<file path="src/inc/srab_pkg.sv">
// Shared constants, field layouts and carrier types of the read burst engine
package srab_pkg;

  // ----------------------------------------------------------------
  // Widths of the memory organisation
  // ----------------------------------------------------------------
  localparam int DQ_W           = 16;
  localparam int ROW_W          = 12;
  localparam int COL_W          = 8;
  localparam int BA_W           = 2;
  localparam int NBANK          = 4;
  localparam int FIFO_DEPTH_DEF = 16;

  // ----------------------------------------------------------------
  // Address bit positions of the mode word and the command
  // ----------------------------------------------------------------
  localparam int AP_BIT  = 10;
  localparam int BL_LSB  = 0;
  localparam int BT_BIT  = 3;
  localparam int CL_LSB  = 4;
  localparam int OPM_LSB = 7;

  // Burst length codes, latency codes, operating mode
  localparam logic [2:0] BL_1       = 3'h0;
  localparam logic [2:0] BL_2       = 3'h1;
  localparam logic [2:0] BL_4       = 3'h2;
  localparam logic [2:0] BL_8       = 3'h3;
  localparam logic [2:0] BL_PAGE    = 3'h7;
  localparam logic [2:0] CL_2       = 3'h2;
  localparam logic [2:0] CL_3       = 3'h3;
  localparam logic [1:0] OPM_NORMAL = 2'h0;

  // Command codes as {chip select, row strobe, column strobe, write enable}
  localparam logic [3:0] CMD_LMR = 4'h0;
  localparam logic [3:0] CMD_PRE = 4'h2;
  localparam logic [3:0] CMD_ACT = 4'h3;
  localparam logic [3:0] CMD_WR  = 4'h4;
  localparam logic [3:0] CMD_RD  = 4'h5;
  localparam logic [3:0] CMD_BST = 4'h6;

  // ----------------------------------------------------------------
  // Carrier types
  // ----------------------------------------------------------------
  typedef struct packed {
    logic [2:0] bl;
    logic       bt;
    logic [2:0] cl;
  } srab_mode_t;

  localparam srab_mode_t MODE_RST = '{bl: BL_1, bt: 1'b0, cl: CL_3};

  typedef struct packed {
    logic              cs_n;
    logic              ras_n;
    logic              cas_n;
    logic              we_n;
    logic [BA_W-1:0]   ba;
    logic [ROW_W-1:0]  addr;
    logic              dqm;
    logic [DQ_W-1:0]   dq;
  } srab_pins_t;

  localparam srab_pins_t PINS_IDLE = '{cs_n: 1'b1, ras_n: 1'b1, cas_n: 1'b1,
                                       we_n: 1'b1, default: '0};

  typedef struct packed {
    logic [BA_W-1:0]  bank;
    logic [COL_W-1:0] base;
    logic [COL_W-1:0] cnt;
    logic             ap;
  } srab_burst_t;

  localparam srab_burst_t BURST_RST = '0;

  typedef enum logic {
    ST_IDLE  = 1'b0,
    ST_BURST = 1'b1
  } srab_state_t;

  // Column mask of the wrap block for a burst length code
  function automatic logic [COL_W-1:0] bl_mask(input logic [2:0] bl);
    case (bl)
      BL_2:    return 8'h01;
      BL_4:    return 8'h03;
      BL_8:    return 8'h07;
      BL_PAGE: return 8'hff;
      default: return 8'h00;
    endcase
  endfunction

endpackage

</file>
<file path="src/logic/srab_fifo.sv">
// Read data FIFO between the word source and the data pins
`timescale 1ns/1ps
module srab_fifo #(
  parameter int WIDTH = 16,
  parameter int DEPTH = 16
) (
  // Clock and reset
  input  wire logic             clk_i,
  input  wire logic             nrst_i,
  // Filling side
  input  wire logic             in_valid_i,
  input  wire logic [WIDTH-1:0] in_data_i,
  output logic                  in_ready_o,
  // Draining side
  output logic                  out_valid_o,
  output logic [WIDTH-1:0]      out_data_o,
  input  wire logic             out_ready_i
);

  localparam int AW = $clog2(DEPTH);

  // Pointer wrap relies on a power-of-two depth
  if (DEPTH < 2 || (1 << AW) != DEPTH) begin : g_bad_depth
    $error("srab_fifo: DEPTH must be a power of two, at least 2");
  end

  logic [WIDTH-1:0] mem [DEPTH];
  logic [AW-1:0]    wr_ptr;
  logic [AW-1:0]    rd_ptr;
  logic [AW:0]      count;
  logic [AW-1:0]    next_wr_ptr;
  logic [AW-1:0]    next_rd_ptr;
  logic [AW:0]      next_count;
  logic             next_ready;
  logic             do_wr;
  logic             do_rd;

  assign do_wr       = in_valid_i && in_ready_o;
  assign do_rd       = out_ready_i && out_valid_o;
  assign out_valid_o = (count != '0);
  assign out_data_o  = mem[rd_ptr];

  // Pointer and fill level; ready is kept as a flop so the port has no gate
  always_comb
  begin
    next_wr_ptr = do_wr ? wr_ptr + AW'(1) : wr_ptr;
    next_rd_ptr = do_rd ? rd_ptr + AW'(1) : rd_ptr;
    next_count  = count + {{AW{1'b0}}, do_wr} - {{AW{1'b0}}, do_rd};
    next_ready  = (next_count != (AW+1)'(DEPTH));
  end

  always_ff @(posedge clk_i or negedge nrst_i)
  begin
    if (!nrst_i)
    begin
      wr_ptr     <= '0;
      rd_ptr     <= '0;
      count      <= '0;
      in_ready_o <= 1'b1;
    end
    else
    begin
      wr_ptr     <= next_wr_ptr;
      rd_ptr     <= next_rd_ptr;
      count      <= next_count;
      in_ready_o <= next_ready;
    end
  end

  // Storage has no reset; a word is only read after it was written
  always_ff @(posedge clk_i)
  begin
    if (do_wr)
    begin
      mem[wr_ptr] <= in_data_i;
    end
  end

endmodule

</file>
<file path="src/logic/srab_core.sv">
// Read burst engine of a four-bank synchronous DRAM: commands, banks, data
`timescale 1ns/1ps
module srab_core #(
  parameter int FIFO_DEPTH = srab_pkg::FIFO_DEPTH_DEF
) (
  // Clock and reset
  input  wire logic                          CLK_I,
  input  wire logic                          NRST_I,
  // Command and address pins
  input  wire logic                          CS_N_I,
  input  wire logic                          RAS_N_I,
  input  wire logic                          CAS_N_I,
  input  wire logic                          WE_N_I,
  input  wire logic [srab_pkg::BA_W-1:0]     BA_I,
  input  wire logic [srab_pkg::ROW_W-1:0]    ADDR_I,
  // Data pins and mask
  input  wire logic                          DQM_I,
  input  wire logic [srab_pkg::DQ_W-1:0]     DQ_I,
  output logic      [srab_pkg::DQ_W-1:0]     DQ_O,
  output logic                               DQ_OE_O,
  // Word request toward the storage
  output logic                               MEM_REQ_O,
  output logic      [srab_pkg::BA_W-1:0]     MEM_BANK_O,
  output logic      [srab_pkg::ROW_W-1:0]    MEM_ROW_O,
  output logic      [srab_pkg::COL_W-1:0]    MEM_COL_O,
  // Read words from the storage
  input  wire logic                          SRC_VALID_I,
  input  wire logic [srab_pkg::DQ_W-1:0]     SRC_DATA_I,
  output logic                               SRC_READY_O,
  // Captured write word
  output logic                               WR_STROBE_O,
  output logic      [srab_pkg::DQ_W-1:0]     WR_DATA_O,
  output logic                               WR_MASK_O,
  // Status
  output logic      [srab_pkg::NBANK-1:0]    BANK_OPEN_O,
  output logic                               UNDERRUN_O,
  output logic                               CMD_ERR_O,
  output logic                               WR_INVALID_O
);

  if (FIFO_DEPTH < 2) begin : g_bad_depth
    $error("srab_core: FIFO_DEPTH must be at least 2");
  end

  // ----------------------------------------------------------------
  // Pin synchroniser and command decode
  // ----------------------------------------------------------------
  srab_pkg::srab_pins_t pin_meta;
  srab_pkg::srab_pins_t pin_s;

  // Two stages; only the second stage is read by any logic
  always_ff @(posedge CLK_I or negedge NRST_I)
  begin
    if (!NRST_I)
    begin
      pin_meta <= srab_pkg::PINS_IDLE;
      pin_s    <= srab_pkg::PINS_IDLE;
    end
    else
    begin
      pin_meta <= '{cs_n: CS_N_I, ras_n: RAS_N_I, cas_n: CAS_N_I, we_n: WE_N_I,
                    ba: BA_I, addr: ADDR_I, dqm: DQM_I, dq: DQ_I};
      pin_s    <= pin_meta;
    end
  end

  logic [3:0]                 cmd;
  logic                       cmd_lmr;
  logic                       cmd_act;
  logic                       cmd_rd;
  logic                       cmd_wr;
  logic                       cmd_pre;
  logic                       cmd_bst;
  logic                       a10;
  logic [srab_pkg::COL_W-1:0] col_in;

  // Truth table decode; a high select matches no code and acts as inhibit
  assign cmd     = {pin_s.cs_n, pin_s.ras_n, pin_s.cas_n, pin_s.we_n};
  assign cmd_lmr = (cmd == srab_pkg::CMD_LMR);
  assign cmd_act = (cmd == srab_pkg::CMD_ACT);
  assign cmd_rd  = (cmd == srab_pkg::CMD_RD);
  assign cmd_wr  = (cmd == srab_pkg::CMD_WR);
  assign cmd_pre = (cmd == srab_pkg::CMD_PRE);
  assign cmd_bst = (cmd == srab_pkg::CMD_BST);
  assign a10     = pin_s.addr[srab_pkg::AP_BIT];
  assign col_in  = pin_s.addr[srab_pkg::COL_W-1:0];

  // ----------------------------------------------------------------
  // Mode word
  // ----------------------------------------------------------------
  srab_pkg::srab_mode_t       mode;
  srab_pkg::srab_mode_t       next_mode;
  srab_pkg::srab_mode_t       mode_in;
  logic                       mode_bad;
  logic [srab_pkg::COL_W-1:0] mask;
  logic                       full;
  logic [srab_pkg::NBANK-1:0] bank_open;

  assign mode_in = '{bl: pin_s.addr[srab_pkg::BL_LSB +: 3],
                     bt: pin_s.addr[srab_pkg::BT_BIT],
                     cl: pin_s.addr[srab_pkg::CL_LSB +: 3]};

  // Illegal loads keep the old word so a bad load cannot corrupt bursts
  always_comb
  begin
    next_mode = mode;
    mode_bad  = 1'b0;
    if (cmd_lmr)
    begin
      if (pin_s.addr[srab_pkg::OPM_LSB +: 2] == srab_pkg::OPM_NORMAL
          && (mode_in.cl == srab_pkg::CL_2 || mode_in.cl == srab_pkg::CL_3)
          && (mode_in.bl <= srab_pkg::BL_8 || mode_in.bl == srab_pkg::BL_PAGE)
          && !(mode_in.bl == srab_pkg::BL_PAGE && mode_in.bt)
          && bank_open == '0)
      begin
        next_mode = mode_in; // one length for reads and writes
      end
      else
      begin
        mode_bad = 1'b1;
      end
    end
  end

  assign mask = srab_pkg::bl_mask(mode.bl);
  assign full = (mode.bl == srab_pkg::BL_PAGE);

  // ----------------------------------------------------------------
  // Burst sequencer
  // ----------------------------------------------------------------
  srab_pkg::srab_state_t      state;
  srab_pkg::srab_state_t      next_state;
  srab_pkg::srab_burst_t      burst;
  srab_pkg::srab_burst_t      next_burst;
  logic                       beat_now;
  logic [srab_pkg::BA_W-1:0]  beat_bank;
  logic [srab_pkg::COL_W-1:0] beat_col;
  logic                       stop;
  logic                       ap_close;
  logic                       ap_close_new;

  // Column of a beat: wrap inside the burst block, xor for interleave
  function automatic logic [srab_pkg::COL_W-1:0] col_of(
    input logic [srab_pkg::COL_W-1:0] base,
    input logic [srab_pkg::COL_W-1:0] cnt,
    input logic [srab_pkg::COL_W-1:0] m,
    input logic                       bt);
    logic [srab_pkg::COL_W-1:0] low;
    low = bt ? ((base ^ cnt) & m) : ((base + cnt) & m);
    return (base & ~m) | low; // full page mask wraps at the page end
  endfunction

  // A read always restarts the sequence, which gives gapless truncation
  always_comb
  begin
    next_state   = state;
    next_burst   = burst;
    beat_now     = 1'b0;
    beat_bank    = burst.bank;
    beat_col     = col_of(burst.base, burst.cnt, mask, mode.bt);
    ap_close     = 1'b0;
    ap_close_new = 1'b0;
    stop         = cmd_bst || (cmd_pre && (a10 || pin_s.ba == burst.bank));
    if (cmd_rd)
    begin
      beat_now     = 1'b1;
      beat_bank    = pin_s.ba;
      beat_col     = col_of(col_in, '0, mask, mode.bt);
      ap_close     = (state == srab_pkg::ST_BURST) && burst.ap;
      ap_close_new = (mask == '0) && a10;
      next_burst   = '{bank: pin_s.ba, base: col_in, cnt: 8'h01, ap: a10};
      next_state   = (mask == '0) ? srab_pkg::ST_IDLE : srab_pkg::ST_BURST;
    end
    else if (state == srab_pkg::ST_BURST)
    begin
      if (cmd_wr || stop)
      begin
        next_state = srab_pkg::ST_IDLE;
        ap_close   = burst.ap && cmd_wr;
      end
      else
      begin
        beat_now = 1'b1;
        if (!full && burst.cnt == mask)
        begin
          next_state = srab_pkg::ST_IDLE;
          ap_close   = burst.ap; // row closes at burst end
        end
        else
        begin
          next_burst.cnt = burst.cnt + 8'h01;
        end
      end
    end
  end

  // ----------------------------------------------------------------
  // Bank table
  // ----------------------------------------------------------------
  logic [srab_pkg::NBANK-1:0]                 next_open;
  logic [srab_pkg::NBANK-1:0][srab_pkg::ROW_W-1:0] row_tab;
  logic [srab_pkg::NBANK-1:0][srab_pkg::ROW_W-1:0] next_row;

  // Per bank: open on activate, close on precharge or auto precharge
  for (genvar b = 0; b < srab_pkg::NBANK; b++) begin : g_bank
    logic act_b;
    logic close_b;
    assign act_b   = cmd_act && pin_s.ba == srab_pkg::BA_W'(b);
    assign close_b = (ap_close && burst.bank == srab_pkg::BA_W'(b))
                     || (ap_close_new && pin_s.ba == srab_pkg::BA_W'(b))
                     || (cmd_pre && (a10 || pin_s.ba == srab_pkg::BA_W'(b)));
    assign next_open[b] = act_b ? 1'b1 : (close_b ? 1'b0 : bank_open[b]);
    assign next_row[b]  = act_b ? pin_s.addr : row_tab[b];
  end

  // ----------------------------------------------------------------
  // Latency pipeline and data output
  // ----------------------------------------------------------------
  logic [2:1]                 pv;
  logic [2:1]                 next_pv;
  logic                       dqm_d1;
  logic                       sel;
  logic                       pop;
  logic                       fifo_valid;
  logic [srab_pkg::DQ_W-1:0]  fifo_data;
  logic                       next_oe;
  logic [srab_pkg::DQ_W-1:0]  next_dq;
  logic                       next_err;
  logic                       next_under;
  logic                       next_wrinv;

  // Output stage picks the tap of the programmed latency
  assign sel     = (mode.cl == srab_pkg::CL_2) ? pv[1] : pv[2];
  assign pop     = sel && !cmd_wr;
  assign next_pv = cmd_wr ? 2'h0 : {pv[1], beat_now}; // write kills queued beats

  // Masked beats still pop so later words stay in order
  always_comb
  begin
    next_oe    = pop && !dqm_d1; // mask taken two cycles late
    next_dq    = (pop && fifo_valid) ? fifo_data : DQ_O;
    next_under = UNDERRUN_O || (pop && !fifo_valid);
    next_wrinv = WR_INVALID_O || (cmd_wr && (pv != '0 || DQ_OE_O) && !dqm_d1);
    next_err   = CMD_ERR_O || mode_bad
                 || ((cmd_rd || cmd_wr) && !bank_open[pin_s.ba])
                 || (cmd_act && bank_open[pin_s.ba]);
  end

  // Word source feeds a FIFO; its ready stalls the source when full
  srab_fifo #(
    .WIDTH (srab_pkg::DQ_W),
    .DEPTH (FIFO_DEPTH)
  ) u_fifo (
    .clk_i       (CLK_I),
    .nrst_i      (NRST_I),
    .in_valid_i  (SRC_VALID_I),
    .in_data_i   (SRC_DATA_I),
    .in_ready_o  (SRC_READY_O),
    .out_valid_o (fifo_valid),
    .out_data_o  (fifo_data),
    .out_ready_i (pop)
  );

  // ----------------------------------------------------------------
  // State registers
  // ----------------------------------------------------------------
  assign BANK_OPEN_O = bank_open;

  // Every output is a flop; WR_DATA_O and WR_MASK_O follow the data and mask pins every cycle
  always_ff @(posedge CLK_I or negedge NRST_I)
  begin
    if (!NRST_I)
    begin
      mode         <= srab_pkg::MODE_RST;
      state        <= srab_pkg::ST_IDLE;
      burst        <= srab_pkg::BURST_RST;
      bank_open    <= '0;
      row_tab      <= '0;
      pv           <= '0;
      dqm_d1       <= 1'b0;
      DQ_O         <= '0;
      DQ_OE_O      <= 1'b0;
      MEM_REQ_O    <= 1'b0;
      MEM_BANK_O   <= '0;
      MEM_ROW_O    <= '0;
      MEM_COL_O    <= '0;
      WR_STROBE_O  <= 1'b0;
      WR_DATA_O    <= '0;
      WR_MASK_O    <= 1'b0;
      UNDERRUN_O   <= 1'b0;
      CMD_ERR_O    <= 1'b0;
      WR_INVALID_O <= 1'b0;
    end
    else
    begin
      mode         <= next_mode;
      state        <= next_state;
      burst        <= next_burst;
      bank_open    <= next_open;
      row_tab      <= next_row;
      pv           <= next_pv;
      dqm_d1       <= pin_s.dqm;
      DQ_O         <= next_dq;
      DQ_OE_O      <= next_oe; // idle beats leave the lines released
      MEM_REQ_O    <= beat_now;
      MEM_BANK_O   <= beat_bank;
      MEM_ROW_O    <= row_tab[beat_bank];
      MEM_COL_O    <= beat_col;
      WR_STROBE_O  <= cmd_wr;
      WR_DATA_O    <= pin_s.dq;
      WR_MASK_O    <= pin_s.dqm; // input mask has no delay
      UNDERRUN_O   <= next_under;
      CMD_ERR_O    <= next_err;
      WR_INVALID_O <= next_wrinv;
    end
  end
endmodule

</file>
<file path="config.mk">
export PLATFORM = sky130hd
export DESIGN_NAME = srab_core
export DESIGN_NICKNAME = d
export VERILOG_FILES = /design/src/inc/srab_pkg.sv /design/src/logic/srab_fifo.sv /design/src/logic/srab_core.sv
export SDC_FILE = /design/constraint.sdc
export NUM_CORES = 1
export LEC_CHECK = 0
export ABC_AREA = 1
export BUFFER_PORTS_ARGS = -buffer_cell sky130_fd_sc_hd__buf_2
export CORE_MARGIN = 2
export CORE_UTILIZATION = 54
export CTS_CLUSTER_DIAMETER = 40
export CTS_CLUSTER_SIZE = 24
export DETAILED_ROUTE_END_ITERATION = 7
export PLACE_DENSITY = 0.86
export SYNTH_ARGS = -nofsm -noshare
export SYNTH_HDL_FRONTEND = slang
export SYNTH_SLANG_ARGS = --single-unit
</file>
<file path="constraint.sdc">
create_clock -name CLK_I -period 2.9 [get_ports CLK_I]
set_clock_uncertainty 0.15 [all_clocks]
set_input_delay 0.145 -clock CLK_I [delete_from_list [all_inputs] [get_ports CLK_I]]
set_output_delay 0.145 -clock CLK_I [all_outputs]
set_load 0.005 [all_outputs]
</file>
==> results of run 1 <==
[area by class of cell]
cell class,count,area [µm²]
flip-flops and latches,482,13400
well taps,448,561
clock buffers,59,1380
clock inverters,39,547
repair buffers,220,1620
multi-input cells,885,4490
fillers,2237,11400
inverters,74,279
[cell usage after synthesis (4+ instances only)]
cell type	number
a211oi_1	4
a21oi_1	10
buf_2	15
buf_4	6
buf_6	7
clkbuf_1	45
dfrtp_1	215
dfstp_2	11
edfxtp_1	256
ha_1	19
inv_1	67
inv_2	4
nand2_1	234
nand3_1	31
nand4_1	12
nor2_1	193
nor2_2	4
o211ai_1	28
o21ai_0	193
o21ai_1	41
o221ai_1	38
o22ai_1	38
xor2_1	14
[state kept, by name, summed over array words and instances, names as in the netlist, 5 cells and up]
register / flops
mode: 7
pin_meta: 35
row_tab: 48
u_fifo.mem: 256
u_fifo.count: 5
burst: 19
DQ_O: 16
MEM_ROW_O: 12
col_in: 8
MEM_COL_O: 8
pin_s: 22
WR_DATA_O: 16
[metrics by stage]
stage / instance area [µm²] / hold slack [ps] / std cells / utilization
floorplan: 18500 / -301 / 1514 / -
global placement: 19700 / -0.346 / 2051 / 0.586
detailed placement: 19700 / 2.51 / 2051 / 0.586
CTS: 22200 / 26.2 / 2204 / 0.660
global route: 22200 / 42.9 / 2207 / 0.661
finish: 22200 / 50.0 / 2207 / 0.661
[routing by layer]
metal / global-route usage / wire length [µm]
met1: 0.326 / 16800
met5: 0 / 0
met3: 0.0467 / 4380
met2: 0.441 / 22800
met4: 0.0989 / 1720
[final timing paths]
kind / endpoint / slack [ps] / depth (start not counted)
min in group asynchronous: col_in[3]$_DFF_PN0_ / 380 / 3
min: pin_meta[16]$_DFF_PN0_ / 50 / 2
max in group asynchronous: u_fifo.in_ready_o$_DFF_PN1_ / 1530 / 4
min reg2reg: WR_DATA_O[10]$_DFF_PN0_ / 190 / 0
max: u_fifo.in_ready_o$_DFF_PN1_ / 160 / 15
max reg2reg: u_fifo.in_ready_o$_DFF_PN1_ / 160 / 15
[worst max-delay path: stages (launching register included)]
cell and delay, ps:
dfstp_2 520, inv_1 40, nor2_2 130, inv_2 60, nor2_4 110, nand2_2 60
nand2_2 80, nor2_2 40, ha_1 270, inv_1 40, ha_2 180, fa_2 360
buf_4 150, xor2_1 160, nor4_1 240, nand2_1 80
[cells by family (layout without fill, tap and decap cells)]
logic type               after synthesis  in the layout
AO/OA/AOI/OAI                        363            363
XOR/XNOR                              16             16
adder cells (fa/ha/maj)               21             21
buffers and inverters                147            392
flip-flops                           482            482
AND/OR/NAND/NOR                      485            485
[repair_timing]
item                                    4_1_cts  5_1_grt
endpoints found under the setup margin        0        2
buffers inserted                              0        3
hold buffers                                 55        0
endpoints found under the hold margin       508        0
gates resized for setup                       0        5
[power breakdown]
group          internal (W)  total (W)  switching [W]
Clock               0.00419    0.00716        0.00297
Combinational       0.00161    0.00488        0.00326
Sequential          0.00817    0.00862       0.000450
Total                0.0140     0.0207        0.00668
==> run summary, run 1 <==
Synth Net Count = 1589
Post-synthesis simple-gate area fraction = 0.105
DRT iter0 DRCs = 1697
Synth Area in Compound Gates = 0.115
Dpl ws = 93.8 ps
Pwr Density = 929 nW/µm²
Most common cell after layout, fill and taps aside = edfxtp_1
Maximum vdd ir drop = 594 µV
Synth top area cells = edfxtp_1 (42%), dfrtp_1 (29%), o21ai_0 (5.2%)
Data arrival, critical path = 3090 ps
Status = finished, final reports clean
GPL Wtd Cong = 0.957
IO Pins = 120
Largest family of logic cells by synthesized area = compound AO/OA/AOI/OAI gates
Final worst path period share = 0.946
Max Cap Violations = 0
Core area = 33600 µm²
Synth Flop Type = edfxtp_1
Critical path startpoint category = flip-flop
Synth top area share = 0.416
Crit Path Class = flip-flop to flip-flop
Skew-Pair Late Insertion Delay = 590 ps
Die Ht = 189 µm
TNS Setup = 0 ps
Min-delay src = DQM_I
Total Routing Usage GR = 0.257
Crit path max fanout = 2
Initial antenna violation count = 0
Slew of the pin with the lowest slew margin = 917 ps
Post-synthesis cell type count = 42
CP startpoint = cmd[2]$_DFF_PN1_
Setup crit end kind = flip-flop
Seq/Total Area, Yosys = 0.723
Final hold viol count = 0
Number of synthesized register bits = 482
Ys Warns = 0
Asr flop ratio synth = 0.469
DRT antenna net count = 0
Synth-to-layout area growth = 20.3%
Mux cell area share after synthesis = 0
DR vias = 13126
Via density = 5.95
CTS H-Tree Depth = 2
Nets = 1790
CP Data Required Time = 3250 ps
Slew HR = 0.387
Clk sinks = 482
Final setup violation count = 0
DR pass1 iterations = 7
Synthesized area = 18500 µm²
HP Class = primary input to flip-flop
Global route overflow = 0
Clock buffer count from CTS = 52
Commonest cells after routing, fill and taps aside = edfxtp_1 (256), nand2_1 (232), dfrtp_1 (214)
Pleak = 9.07 nW
Post-synthesis adder-cell area fraction = 0.0150
Peak Freq = 0.365 GHz
Synth area leader = edfxtp_1
Design Power = 0.0207 W
Final WL = 45600 µm
Post-route setup slack = 158 ps
Post-Syn Instances = 1514
Maximum clock path buffer count = 3
Total Die Area = 35700 µm²
Die Wd = 189 µm
Initial Utilization = 0.550
DRC = 0
DR WL/cell = 20.7 µm
Largest net degree at the start of global routing = 132
DP Wirelength = 26300 µm
CTS tree = done
Post-synthesis xor/xnor area fraction = 0.00758
Diodes inserted = 0
Period minus WS final = 2740 ps
Slew Viols, Final = 0
Share of layout cells above drive strength 1 = 0.169
Mean Syn Cell Area = 12.2 µm²
FP Rows = 67
Post-synth EDFFs = 256
CTS Root Cell = clkbuf_16
CTS clk-pin slew, worst paths = 60 ps
Worst r2r src = cmd[2]$_DFF_PN1_
PortBufs = 119
First-pass GRT wire length = 71300 µm
Vias in the first global route = 13095
(Power assumes the default switching activity.)
==> run 2, diff against run 1 <==
--- a/config.mk
+++ b/config.mk
@@ -6,7 +6,7 @@
 export NUM_CORES = 1
 export LEC_CHECK = 0
 export ABC_AREA = 1
-export BUFFER_PORTS_ARGS = -buffer_cell sky130_fd_sc_hd__buf_2
+export BUFFER_PORTS_ARGS = -buffer_cell sky130_fd_sc_hd__buf_4
 export CORE_MARGIN = 2
 export CORE_UTILIZATION = 54
 export CTS_CLUSTER_DIAMETER = 40
==> run 2 against run 1 <==
Against the previous run:
- global-route usage grew 0.24 points
- cell count hardly changed
- power decreased by 0.19%
- clock-buffer cell count decreased by 2
- cell area grew 0.94%
- critical path type unchanged
==> run summary, run 2 (synthesized netlist as in run 1, its figures left out) <==
CTS Root Cell = clkbuf_16
Synth-to-layout area growth = 21.5%
Data arrival, critical path = 3130 ps (+40 ps)
Pwr Density = 919 nW/µm² (-1.1%)
Die Wd = 189 µm (unchanged)
Biggest register = u_fifo.mem
IO Pins = 120 (unchanged)
Slew of the pin with the lowest slew margin = 964 ps (+47.0 ps)
Maximum vdd ir drop = 625 µV (+5.2%)
Via density = 5.86 (-1.5%)
Final worst path period share = 0.953 (+0.00775)
Final WL = 46000 µm (+0.79%)
CTS tree = done
Maximum clock path buffer count = 3 (unchanged)
Total Die Area = 35700 µm² (unchanged)
Commonest cells after routing, fill and taps aside = edfxtp_1 (256), nand2_1 (232), dfrtp_1 (214)
Slew Viols, Final = 0 (unchanged)
Clk sinks = 482 (unchanged)
Post-route setup slack = 135 ps (-22.5 ps)
Clock buffer count from CTS = 53 (+1.9%)
GPL Wtd Cong = 0.918 (-4.1%)
Critical path startpoint category = flip-flop
Final Non-Filler Cells = 2208 (+0.045%)
Peak Freq = 0.362 GHz (-0.81%)
Nets = 1790 (unchanged)
DR vias = 12938 (-1.4%)
Diodes inserted = 0 (unchanged)
Fill count = 2246 (+0.40%)
Worst r2r path cells = 16 (+1)
CTS clk-pin slew, worst paths = 70 ps (about the same)
DRC = 0 (unchanged)
Final hold viol count = 0 (unchanged)
Slew HR = 0.356 (-0.0314)
Initial antenna violation count = 0 (unchanged)
CP Data Required Time = 3260 ps (about the same)
DP Wirelength = 26200 µm (-0.44%)
Placed cell count = 2052 (+0.049%)
Crit Path Class = flip-flop to flip-flop
Pleak = 9.14 nW (+0.76%)
Initial Utilization = 0.550 (unchanged)
Global route overflow = 0 (unchanged)
CTS H-Tree Depth = 2 (unchanged)
Share of layout cells above drive strength 1 = 0.168 (-0.000664)
DR pass1 iterations = 5 (-2)
Top flop regs = u_fifo.mem (256), row_tab (48), pin_meta (35)
Max reg flops = 256 (unchanged)
PortBufs = 119 (unchanged)
Cells on Worst Hold Path = 2 (unchanged)
First-pass GRT wire length = 71500 µm (+0.29%)
Dpl ws = 69.3 ps (-24.4 ps)
Status = finished, final reports clean
Period minus WS final = 2760 ps (+22.5 ps)
DRT iter0 DRCs = 1821 (+7.3%)
Total Routing Usage GR = 0.259 (+0.00235)
Most common cell after layout, fill and taps aside = edfxtp_1
Core area = 33600 µm² (unchanged)
DRT antenna net count = 0 (unchanged)
Skew-Pair Late Insertion Delay = 620 ps (+30 ps)
Vias in the first global route = 12872 (-1.7%)
Crit path max fanout = 2 (unchanged)
DR WL/cell = 20.8 µm (+0.75%)
Setup crit end kind = flip-flop
FP Rows = 67 (unchanged)
Die Ht = 189 µm (unchanged)
Largest net degree at the start of global routing = 132 (unchanged)
Max Cap Violations = 0 (unchanged)
HP Class = primary input to flip-flop
Final setup violation count = 0 (unchanged)
-- run 2: cell types whose count changed in the layout (fill, tap and decap cells not counted), sizes merged --
cell and change:
bufinv -5, clkinv +13, clkinvlp -5, inv +1
buf -2, dlygate4sd3 +1, clkbuf -2
-- run 2: metrics by stage --
stage / utilization / hold slack (ps) / total power, W / setup TNS [ps] / instance area, µm²
finish: 0.668 / 34.6 / 0.0206 / 0 / 22400
global route: 0.668 / 25.2 / 0.0215 / -5.47 / 22400
CTS: 0.667 / 17.7 / 0.0206 / 0 / 22400
detailed placement: 0.594 / 31.6 / 0.0135 / 0 / 20000
global placement: 0.594 / 24.8 / 0.0132 / 0 / 20000
floorplan: - / -301 / 0.0117 / 0 / 18500
-- run 2: cell type report --
cell class | count | area [µm²] | share of cell area
well taps | 448 | 561 | 0.0250
clock inverters | 43 | 519 | 0.0231
repair buffers | 219 | 1850 | 0.0825
clock buffers | 57 | 1370 | 0.0612
inverters | 74 | 279 | 0.0124
flip-flops and latches | 482 | 13400 | 0.595
multi-input cells | 885 | 4500 | 0.201
-- run 2: layer usage --
metal | wire length [µm] | part of all wire | global-route usage
met1 | 17000 | 0.37 | 0.336
met2 | 22900 | 0.50 | 0.432
met3 | 4370 | 0.095 | 0.0458
met4 | 1680 | 0.036 | 0.113
met5 | 0 | 0 | 0
-- run 2: repair_timing --
action / in CTS / in global routing
hold endpoints to repair: 509 / 0
setup endpoints to repair: 0 / 2
gates resized for setup: 0 / 7
hold buffers: 55 / 0
setup buffers: 0 / 1
-- run 2: power by group --
| group | switching (W) | internal [W] |
|---|---|---|
| Combinational | 0.00325 | 0.00172 |
| Clock | 0.00317 | 0.00383 |
| Sequential | 0.000470 | 0.00817 |
-- run 2: worst paths after layout --
| path | start | to | slack, ps |
|---|---|---|---|
| max in group asynchronous | NRST_I | burst[3]$_DFFE_PN0P_ | 1070 |
| hold reg to reg | pin_meta[29]$_DFF_PN0_ | pin_s[29]$_DFF_PN0_ | 200 |
| setup / recovery | mode[1]$_DFFE_PN1P_ | u_fifo.in_ready_o$_DFF_PN1_ | 140 |
| setup reg to reg | mode[1]$_DFFE_PN1P_ | u_fifo.in_ready_o$_DFF_PN1_ | 140 |
| min in group asynchronous | NRST_I | pin_meta[27]$_DFF_PN0_ | 560 |
| hold / removal | DQ_I[0] | pin_meta[0]$_DFF_PN0_ | 30 |
-- run 2: worst max-delay path: stages, from the launching register on --
cell and delay, ps:
dfstp_2 520, inv_1 50, nor2_1 110, nand2_1 90, nand2_1 90, o21ai_2 70
nand2_2 70, nor2_2 50, ha_1 280, inv_1 40, ha_2 170, fa_2 360
a21oi_2 140, nor2_1 50, nor2_1 120, xor2_1 230, nand2_1 90
